[src/jtag_run_control_chain_consts.vh]
// constants for the run-control and setup scan chain decoder
//
// Functional notes
// setup bit 639 high enables trigger matching, low disables it.
// setup bit 640 high pairs each leading edge with its trailing edge.
// while pairing is on, separate leading and trailing enables are ignored.
// loader must not enable pairing in very high resolution mode.
// setup bit 646 is even parity; loader makes total ones even.
// control chain updates apply at any time, also while running.
// control bits 3..0 equal to 0101 enable readout bus drivers.
// bits 3..1 equal to 010 leave power-down; bit 0 ignored.
// test reset forces unlock bit 3 to one.
// control bit 4 is global reset; loader writes one then zero.
// chain global reset acts like the external reset pin.
// control bits 36..5 enable the 32 channels one by one.
// bit 37 resets delay loop, bit 38 phase loop; pulse after power-up.
// control bit 39 is even parity; loader makes total ones even.
// global reset leaves the phase and delay loop resets untouched.
// loader resets phase loop, waits for lock, then delay loop.
// loader loads loop parameters in setup before pulsing loop resets.
// stored control chain is checked against its parity continuously.
`ifndef JTAG_RUN_CONTROL_CHAIN_CONSTS_VH
`define JTAG_RUN_CONTROL_CHAIN_CONSTS_VH

// ----------------------------------------------------------------------
// chain lengths
// ----------------------------------------------------------------------
`define CTRL_LEN 40
`define SETUP_LEN 647

// ----------------------------------------------------------------------
// control chain fields
// ----------------------------------------------------------------------
`define CTRL_UNLOCK_MSB 3
`define CTRL_UNLOCK_LSB 0
`define CTRL_GRST_BIT 4
`define CTRL_CHAN_MSB 36
`define CTRL_CHAN_LSB 5
`define CTRL_DLL_RST_BIT 37
`define CTRL_PLL_RST_BIT 38
`define CTRL_PARITY_BIT 39
`define CTRL_RST_VAL 40'h0000000008
`define UNLOCK_DRV_CODE 4'h5
`define UNLOCK_PWR_CODE 3'h2
`define CTRL_PWR_LSB 1

// ----------------------------------------------------------------------
// setup chain fields
// ----------------------------------------------------------------------
`define SETUP_MATCH_BIT 639
`define SETUP_PAIR_BIT 640
`define SETUP_PARITY_BIT 646

// ----------------------------------------------------------------------
// synchroniser lanes
// ----------------------------------------------------------------------
`define SYN_TCK 0
`define SYN_TDI 1
`define SYN_TRST_N 2
`define SYN_SEL_CTRL 3
`define SYN_SEL_SETUP 4
`define SYN_CAPTURE 5
`define SYN_SHIFT 6
`define SYN_UPDATE 7
`define SYN_W 8
`define SYN_RST_VAL 8'h04

`endif

[src/jtag_run_control_chain.v]
// control and setup scan chains loaded over jtag, decoded on the core clock
`timescale 1ns/10ps
`default_nettype none
`include "jtag_run_control_chain_consts.vh"

module jtag_run_control_chain #(
  parameter CTRL_W = `CTRL_LEN,
  parameter SETUP_W = `SETUP_LEN,
  parameter NUM_CH = 32
) (
  // core clock and reset
  input wire core_clk,
  input wire nrst,
  // jtag pins and tap decode; inputs asynchronous to core_clk, jtag_tdo registered on core_clk
  input wire jtag_tck,
  input wire jtag_tdi,
  input wire jtag_trst_n,
  input wire sel_control,
  input wire sel_setup,
  input wire capture_dr,
  input wire shift_dr,
  input wire update_dr,
  output wire jtag_tdo,
  // edge enables from elsewhere in the setup logic, core domain
  input wire lead_en_cfg,
  input wire trail_en_cfg,
  // decoded control outputs
  output wire readout_drv_en,
  output wire power_up,
  output wire global_reset,
  output wire [NUM_CH-1:0] channel_en,
  output wire dll_reset,
  output wire pll_reset,
  output wire ctrl_parity_err,
  // decoded setup outputs
  output wire match_en,
  output wire pair_en,
  output wire lead_en,
  output wire trail_en,
  output wire setup_parity_err
);

  // ----------------------------------------------------------------------
  // two-flop synchronisers
  // ----------------------------------------------------------------------
  reg [`SYN_W-1:0] sync1_ff;
  reg [`SYN_W-1:0] sync2_ff;
  reg tck_d_ff;

  always @(posedge core_clk or negedge nrst) begin
    if (!nrst) begin
      sync1_ff <= `SYN_RST_VAL;
      sync2_ff <= `SYN_RST_VAL;
      tck_d_ff <= 1'b0;
    end else begin
      sync1_ff <= {update_dr, shift_dr, capture_dr, sel_setup, sel_control,
                   jtag_trst_n, jtag_tdi, jtag_tck};
      sync2_ff <= sync1_ff;
      tck_d_ff <= sync2_ff[`SYN_TCK];
    end
  end

  wire tck_rise;
  wire tdi_s;
  wire trst_act;
  wire do_capture;
  wire do_shift;
  wire do_update;
  wire on_ctrl;
  wire on_setup;

  assign tck_rise = sync2_ff[`SYN_TCK] & ~tck_d_ff;
  assign tdi_s = sync2_ff[`SYN_TDI];
  assign trst_act = ~sync2_ff[`SYN_TRST_N];
  assign on_ctrl = sync2_ff[`SYN_SEL_CTRL];
  assign on_setup = sync2_ff[`SYN_SEL_SETUP] & ~on_ctrl;
  assign do_capture = tck_rise & sync2_ff[`SYN_CAPTURE];
  assign do_shift = tck_rise & sync2_ff[`SYN_SHIFT];
  assign do_update = tck_rise & sync2_ff[`SYN_UPDATE];

  // ----------------------------------------------------------------------
  // control chain: shift stage and stored image
  // ----------------------------------------------------------------------
  reg [CTRL_W-1:0] ctrl_sh_ff;
  reg [CTRL_W-1:0] ctrl_ff;
  reg [CTRL_W-1:0] nxt_ctrl_sh;
  reg [CTRL_W-1:0] nxt_ctrl;

  always @* begin
    nxt_ctrl_sh = ctrl_sh_ff;
    nxt_ctrl = ctrl_ff;
    if (on_ctrl && do_capture) begin
      nxt_ctrl_sh = ctrl_ff;
    end else if (on_ctrl && do_shift) begin
      nxt_ctrl_sh = {tdi_s, ctrl_sh_ff[CTRL_W-1:1]};
    end
    // update taken at any time, no run stop needed
    if (on_ctrl && do_update) begin
      nxt_ctrl = ctrl_sh_ff;
    end
    // test reset holds the unlock msb high
    if (trst_act) begin
      nxt_ctrl[`CTRL_UNLOCK_MSB] = 1'b1;
    end
  end

  // global reset from bit 4 does not clear this image, so the loop
  // reset bits keep their value through it
  always @(posedge core_clk or negedge nrst) begin
    if (!nrst) begin
      ctrl_sh_ff <= `CTRL_RST_VAL;
      ctrl_ff <= `CTRL_RST_VAL;
    end else begin
      ctrl_sh_ff <= nxt_ctrl_sh;
      ctrl_ff <= nxt_ctrl;
    end
  end

  // ----------------------------------------------------------------------
  // setup chain: shift stage and stored image
  // ----------------------------------------------------------------------
  reg [SETUP_W-1:0] setup_sh_ff;
  reg [SETUP_W-1:0] setup_ff;
  reg [SETUP_W-1:0] nxt_setup_sh;
  reg [SETUP_W-1:0] nxt_setup;

  always @* begin
    nxt_setup_sh = setup_sh_ff;
    nxt_setup = setup_ff;
    if (on_setup && do_capture) begin
      nxt_setup_sh = setup_ff;
    end else if (on_setup && do_shift) begin
      nxt_setup_sh = {tdi_s, setup_sh_ff[SETUP_W-1:1]};
    end
    if (on_setup && do_update) begin
      nxt_setup = setup_sh_ff;
    end
  end

  always @(posedge core_clk or negedge nrst) begin
    if (!nrst) begin
      setup_sh_ff <= {SETUP_W{1'b0}};
      setup_ff <= {SETUP_W{1'b0}};
    end else begin
      setup_sh_ff <= nxt_setup_sh;
      setup_ff <= nxt_setup;
    end
  end

  // ----------------------------------------------------------------------
  // serial output, lsb of the selected chain
  // ----------------------------------------------------------------------
  reg tdo_ff;
  reg nxt_tdo;

  always @* begin
    nxt_tdo = tdo_ff;
    if (on_ctrl) begin
      nxt_tdo = nxt_ctrl_sh[0];
    end else if (on_setup) begin
      nxt_tdo = nxt_setup_sh[0];
    end
  end

  always @(posedge core_clk or negedge nrst) begin
    if (!nrst) begin
      tdo_ff <= 1'b0;
    end else begin
      tdo_ff <= nxt_tdo;
    end
  end

  assign jtag_tdo = tdo_ff;

  // ----------------------------------------------------------------------
  // decoded control outputs
  // ----------------------------------------------------------------------
  reg drv_en_ff;
  reg pwr_up_ff;
  reg grst_ff;
  reg [NUM_CH-1:0] chan_en_ff;
  reg dll_rst_ff;
  reg pll_rst_ff;
  reg ctrl_perr_ff;

  always @(posedge core_clk or negedge nrst) begin
    if (!nrst) begin
      drv_en_ff <= 1'b0;
      pwr_up_ff <= 1'b0;
      grst_ff <= 1'b0;
      chan_en_ff <= {NUM_CH{1'b0}};
      dll_rst_ff <= 1'b0;
      pll_rst_ff <= 1'b0;
      ctrl_perr_ff <= 1'b0;
    end else begin
      drv_en_ff <= (ctrl_ff[`CTRL_UNLOCK_MSB:`CTRL_UNLOCK_LSB] == `UNLOCK_DRV_CODE);
      pwr_up_ff <= (ctrl_ff[`CTRL_UNLOCK_MSB:`CTRL_PWR_LSB] == `UNLOCK_PWR_CODE);
      // level follows the bit; loader clears it to end the reset
      grst_ff <= ctrl_ff[`CTRL_GRST_BIT];
      chan_en_ff <= ctrl_ff[`CTRL_CHAN_MSB:`CTRL_CHAN_LSB];
      dll_rst_ff <= ctrl_ff[`CTRL_DLL_RST_BIT];
      pll_rst_ff <= ctrl_ff[`CTRL_PLL_RST_BIT];
      // odd count of ones over all 40 bits, parity bit included
      ctrl_perr_ff <= ^ctrl_ff;
    end
  end

  assign readout_drv_en = drv_en_ff;
  assign power_up = pwr_up_ff;
  // shares the pin reset's reach in the global logic it feeds
  assign global_reset = grst_ff;
  assign channel_en = chan_en_ff;
  assign dll_reset = dll_rst_ff;
  assign pll_reset = pll_rst_ff;
  assign ctrl_parity_err = ctrl_perr_ff;

  // ----------------------------------------------------------------------
  // decoded setup outputs
  // ----------------------------------------------------------------------
  reg match_ff;
  reg pair_ff;
  reg lead_ff;
  reg trail_ff;
  reg setup_perr_ff;

  always @(posedge core_clk or negedge nrst) begin
    if (!nrst) begin
      match_ff <= 1'b0;
      pair_ff <= 1'b0;
      lead_ff <= 1'b0;
      trail_ff <= 1'b0;
      setup_perr_ff <= 1'b0;
    end else begin
      match_ff <= setup_ff[`SETUP_MATCH_BIT];
      pair_ff <= setup_ff[`SETUP_PAIR_BIT];
      // pairing overrides the separate edge enables
      lead_ff <= lead_en_cfg & ~setup_ff[`SETUP_PAIR_BIT];
      trail_ff <= trail_en_cfg & ~setup_ff[`SETUP_PAIR_BIT];
      setup_perr_ff <= ^setup_ff;
    end
  end

  assign match_en = match_ff;
  assign pair_en = pair_ff;
  assign lead_en = lead_ff;
  assign trail_en = trail_ff;
  assign setup_parity_err = setup_perr_ff;

endmodule // jtag_run_control_chain

`default_nettype wire

[config.mk]
export PLATFORM = sky130hd
export DESIGN_NAME = jtag_run_control_chain
export DESIGN_NICKNAME = d
export VERILOG_FILES = /design/src/jtag_run_control_chain.v
export VERILOG_INCLUDE_DIRS = /design/src /design/src/src
export SDC_FILE = /design/constraint.sdc
export NUM_CORES = 2
export LEC_CHECK = 0
export ABC_AREA = 1
export BUFFER_PORTS_ARGS = -buffer_cell sky130_fd_sc_hd__clkbuf_2
export CAP_MARGIN = 20
export CORE_MARGIN = 5
export CORE_UTILIZATION = 55
export CTS_BUF_LIST = sky130_fd_sc_hd__clkbuf_16
export DETAILED_ROUTE_END_ITERATION = 10
export PLACE_DENSITY = 0.71
export SYNTH_ARGS = -nofsm -noshare
export SYNTH_HDL_FRONTEND = slang
export SYNTH_SLANG_ARGS = --single-unit
export TNS_END_PERCENT = 5
[constraint.sdc]
create_clock -name core_clk -period 4.6 [get_ports core_clk]
set_input_delay 0.69 -clock core_clk [delete_from_list [all_inputs] [get_ports core_clk]]
set_output_delay 0.69 -clock core_clk [all_outputs]
set_load 0.02 [all_outputs]
---- After elaboration in Yosys (flattened, before gate mapping) ----
Index checks and enable logic that the tools add are counted.
operators by class
  reductions and logical operators ........ 11
  bitwise gates (word level) .............. 10
  mux-type cells .......................... 8
  equality and inequality tests ........... 3
operator list
  cell                count
  $mux 647            2
  $reduce_xor 647->1  1
  $mux 40             2
  $reduce_xor 40->1   1
  $and 1x1->1         7
  $logic_and 1x1->1   6
  $reduce_bool 2->1   3
  $eq 4x3->1 const B  1
  $mux 4              1
  $eq 3x2->1 const B  1
  $mux 1              3
  $not 1->1           3
  $ne 2x1->1 const B  1
storage, ports and cells
  bits in registers ....................... 1435
  output and inout port bits .............. 44
  logic and storage cells ................. 55
  input port bits ......................... 12

---- Depth between registers and ports, before layout ----
  depth after elaboration ................. 8
  gate-level depth with buffers ........... 23
  depth with buffers taken out ............ 23

---- Worst setup path after synthesis ----
No wires, ideal clock.
  kind .................................... reg2reg
  start point ............................. reg setup_ff[20]
  end point ............................... reg setup_perr_ff, in the netlist setup_parity_err
  slack ................................... 2.831 ns
  cell stages (with the launch flop) ...... 23
  data required time ...................... 4.483 ns
  clock period less this slack ............ 1.769 ns
  buffers on the path ..................... 0
  arrival ................................. 1.652 ns
  library setup time ...................... 0.117 ns
  cell sequence ........................... dfrtp_1 > inv_1 > nand2_1 > nand2_1 > inv_1 > nand2_1 > nand2_1 > nand2_1 > nand2_1 > nand2_1 > inv_1 > nor2_1 > nand2_1 > nand2_1 > nand2_1 > nand2_1 > nand2_1 > nand2_1 > nand2_1 > nand2_1 > nand2_1 > nand3_1 > nand2_1
RTL lines
  item                      RTL line                      source
  start: declaration        jtag_run_control_chain.v:123  reg [SETUP_W-1:0] setup_ff;
  start signal: assignment  jtag_run_control_chain.v:143  setup_ff <= {SETUP_W{1'b0}};
  start signal: assignment  jtag_run_control_chain.v:146  setup_ff <= nxt_setup;
  end signal: assignment    jtag_run_control_chain.v:239  setup_perr_ff <= ^setup_ff;
  end: declaration          jtag_run_control_chain.v:224  reg setup_perr_ff;

---- Worst setup path after layout ----
  start point ............................. reg sync2_ff[0]
  end point ............................... reg setup_sh_ff[552]
between the ends
  cells in the longest elaborated chain, start to end .. 4
  elaborated cells between the ends (all ways) .. 7
  those cells by class .................... mux (1); bitwise (3); reduce/logical (3)
ends and longest elaborated chain
  item                                           RTL line                                                    source
  start: declaration                             jtag_run_control_chain.v:47                                 reg [`SYN_W-1:0] sync2_ff;
  start signal: assignment                       jtag_run_control_chain.v:53                                 sync2_ff <= `SYN_RST_VAL;
  start signal: assignment                       jtag_run_control_chain.v:58                                 sync2_ff <= sync1_ff;
  $and 1x1->1 *                                  jtag_run_control_chain.v:72                                 assign tck_rise = sync2_ff[`SYN_TCK] & ~tck_d_ff;
  $and 1x1->1, on equally long branches          jtag_run_control_chain.v:77, jtag_run_control_chain.v:78
  $logic_and 1x1->1, on equally long branches    jtag_run_control_chain.v:130, jtag_run_control_chain.v:132
  $mux 647 or $reduce_bool 2->1 (tied branches)  --
  end signal: assignment                         jtag_run_control_chain.v:142                                setup_sh_ff <= {SETUP_W{1'b0}};
  end signal: assignment                         jtag_run_control_chain.v:145                                setup_sh_ff <= nxt_setup_sh;
  end: declaration                               jtag_run_control_chain.v:122                                reg [SETUP_W-1:0] setup_sh_ff;
Mark *: on every way between the ends. The rest lies on a longest branch, timed or not.
A chain may end at the register's enable or synchronous reset.

==> summary.txt <==
Run status
  • Outcome: finished with violations
  • Failing checks: negative hold slack

Synthesis
  • Flops & latches, synth: 1,435
  • Ys async rst share: 1.00
  • Yosys warnings: 0
  • Post-synth top area share: 0.514
  • Sequential area share after synthesis: 0.515
  • Count leader, synth: nand2_1
  • Largest area contributor in the netlist: dfrtp_1
  • Post-synth EDFFs: 0
  • Syn Nets: 8,477
  • Cells after synthesis: 8,463
  • Mapped Area: 69,700 µm²
  • Top FF cell, synth: dfrtp_1
  • Leading post-synthesis cells by cell area: dfrtp_1 51%, nand2_1 16%, o211ai_1 7.3%
  • Top cells by count, synth: 3,055 x nand2_1, 1,431 x dfrtp_1, 833 x inv_1
  • Synthesized area per cell: 8.23 µm²
  • Synth unique cells: 29

Power and ir drop
  • IR drop worst, VDD: 0.000396 V
  • Internal power: 19.8 mW
  • Sw power: 5.92 mW
  • Sw Share: 0.230
  • Comb pwr share: 0.043
  • Leakage: 34.9 nW
  • Pwr Density: 338 nW/µm²
  • Clock Power Share: 0.456
  • Sequential Power Share: 0.500

Floorplan
  • Die X: 366 µm
  • Die Ht: 366 µm
  • Initial Utilization: 0.554
  • # IOs: 56
  • Site row count: 130
  • Core area: 126,000 µm²
  • Die ar.: 134,000 µm²

STA
  • Setup TNS: 0 ns
  • Slew @ Worst Pin: 1.03 ns
  • Final hold violation count: 4
  • Fin crit share: 0.645
  • Min Tclk post-route: 2.97 ns
  • Final setup violation count: 0
  • RSZ-0062 raised after global routing: false
  • Fin Hold WS: -0.0172 ns
  • Slew margin rel.: 0.315
  • Max Fclk: 337 MHz
  • Final Max Tran Viols: 0
  • Setup Skew: 0.0195 ns

Drt
  • Drt wl/cell: 13.9 µm
  • Remaining DRCs: 0
  • DRT iter0 DRCs: 4,327
  • First-pass DRT Iterations: 6
  • Vias: 54,100
  • DRT antenna net count: 0
  • Routed vias/inst: 5.36
  • Final wirelength: 140 mm

GRT
  • Overall Global Routing Usage: 0.212
  • Largest net degree at the start of global routing: 185
  • First-pass GRT wire length: 251 mm
  • Vias in the first global route: 54,100
  • Initial antenna violation count: 1
  • Grt total ovfl: 0

Job
  • MaxCap Viol Count: 0

Clock network
  • TritonCTS clock tree: built
  • CTS Hold Bufs: 7
  • TritonCTS Buffers: 154
  • Worst-path clk slew: 0.06 ns
  • # clock sinks: 1,435
  • CTS resizes: 0
  • Clock Latency Late Sink: 0.76 ns
  • H-tree levels: 4
  • Deepest clock path buffer count: 3
  • Post-CTS setup buffers: 0
  • Root buffer cell: clkbuf_16

Critical path
  • Max FO, Critical Path: 70
  • Cell mode on critical path: nor2_1
  • Cells along the critical path: inv_1 -> nor2_1 -> nand2_4 -> nor2_1 -> nor2_4 -> buf_4 -> nand2_1 -> o211ai_1
  • Worst EP arrival: 3.63 ns
  • Nature of the critical path endpoint: flop
  • Crit path required time: 5.26 ns
  • CP Launch Type: flop
  • CP max-delay cell: buf_4
  • CP Class: reg -> reg
  • Slowest stage delay, CP: 0.75 ns
  • CP bufs+invs: 2
  • Top delay family on crit path: simple AND/OR/NAND/NOR gates

Placement
  • Detail Placement HPWL: 81.8 mm
  • Area post-placement: 71,300 µm²
  • Port Buf Inserts: 55
  • GPL Wtd Cong: 0.732

Final layout
  • Synthesis-to-layout area growth: 9.26%
  • Fillers: 10,700
  • Post-route cell area: 76,100 µm²
  • Layout Nets: 8,328
  • Layout cells sized above 1: 0.0453

Min path
  • Worst Hold Class: in -> async
==> sequential cells by signal, summed over array words and instances (netlist names) <==
name and cells:
sync1_ff 8, ctrl_sh_ff 40, global_reset 1, lead_en 1, pair_en 1, readout_drv_en 1
dll_reset 1, match_en 1, pll_reset 1, trail_en 1, sync2_ff 8, setup_sh_ff 647
setup_parity_err 1, jtag_tdo 1, tck_d_ff 1, ctrl_parity_err 1, channel_en 32, power_up 1
ctrl_ff 40, setup_ff 647
==> power by group through the flow <==
stage | Combinational (mW) | Clock [mW] | Sequential (mW)
3_5_place_dp | 1.14 | 0 | 13.1
2_1_floorplan | 0.559 | 0 | 13.1
5_1_grt | 1.27 | 12.6 | 12.9
6_report | 1.12 | 11.8 | 12.9
4_1_cts | 1.15 | 12.1 | 12.9
3_3_place_gp | 1.12 | 0 | 13.1
==> per-layer routing <==
layer | track usage | wire length [µm]
met1 | 0.288 | 66000
met5 | 0 | 0
met3 | 0.0307 | 5230
met2 | 0.362 | 66800
met4 | 0.0509 | 2430
==> final cells by class <==
class                      count  area [µm²]  area share
sequential                  1435       35900       0.472
multi-input combinational   5738       28800       0.378
clock buffer                 160        4000      0.0526
inverter                     840        3160      0.0415
tap                         1650        2060      0.0271
timing repair buffer         145        1420      0.0187
clock inverter               113         752     0.00988
antenna                        2        5.00   0.0000657
==> final timing paths <==
check | start | end | slack (ns) | depth (start not counted)
max in group asynchronous | nrst | setup_ff[266] | 3.34 | 2
max | sync2_ff[0] | setup_sh_ff[552] | 1.63 | 8
min | nrst | setup_ff[398] | -0.02 | 1
max reg2reg | sync2_ff[0] | setup_sh_ff[552] | 1.63 | 8
min reg2reg | sync1_ff[1] | sync2_ff[1] | 0.35 | 0
min in group core_clk | jtag_tdi | sync1_ff[1] | 0.09 | 1
==> through the flow <==
stage          setup WS (ns)   util  instances  power (mW)
2_1_floorplan           2.83      -       8463        13.7
3_3_place_gp            1.65  0.567       9800        14.2
3_5_place_dp            1.65  0.567       9800        14.2
4_1_cts                 1.58  0.605      10100        26.1
5_1_grt                 1.37  0.605      10100        26.7
6_report                1.63  0.605      10100        25.8
==> cells in the final DEF, fill, tap and decap left out, types with 4 or more instances in the layout <==
master         count
xor2_1           201
inv_6              5
xnor2_1          323
clkinv_2          20
o21ai_0          683
dlygate4sd3_1      7
nand2_2            5
clkbuf_2          54
xnor2_2           10
nor3_1             4
nand3_1          704
nand2b_1           4
clkinv_1          36
nor2_4             5
inv_2              7
nand4_1            5
nand3_2            4
dfstp_2            4
o211ai_1         682
buf_12            36
nor2_1            34
mux2_2             4
buf_4             48
clkbuf_16        160
inv_1            871
bufinv_16          9
dfrtp_1         1431
nand2_1         3054
==> worst register-to-register path: cells and delay by family (launching register included) <==
kind | cells | cell delay (ns)
AND/OR/NAND/NOR | 5 | 1.58
flip-flops | 1 | 0.37
buffers and inverters | 2 | 0.81
AO/OA/AOI/OAI | 1 | 0.13
==> kinds of logic (layout without fill, tap and decap cells) <==
group           count (synthesis)  in the layout  synth area share
mux                             4              4          0.000646
fa+ha+maj                       2              2          0.000359
xor+xnor                      537            537            0.0689
other cells                     0              2                 0
compound gates               1372           1372             0.123
buf+inv                      1290           1258            0.0717
simple gates                 3823           3823             0.220
flops                        1435           1435             0.515
Note: power is estimated with default switching activity, not from simulation.
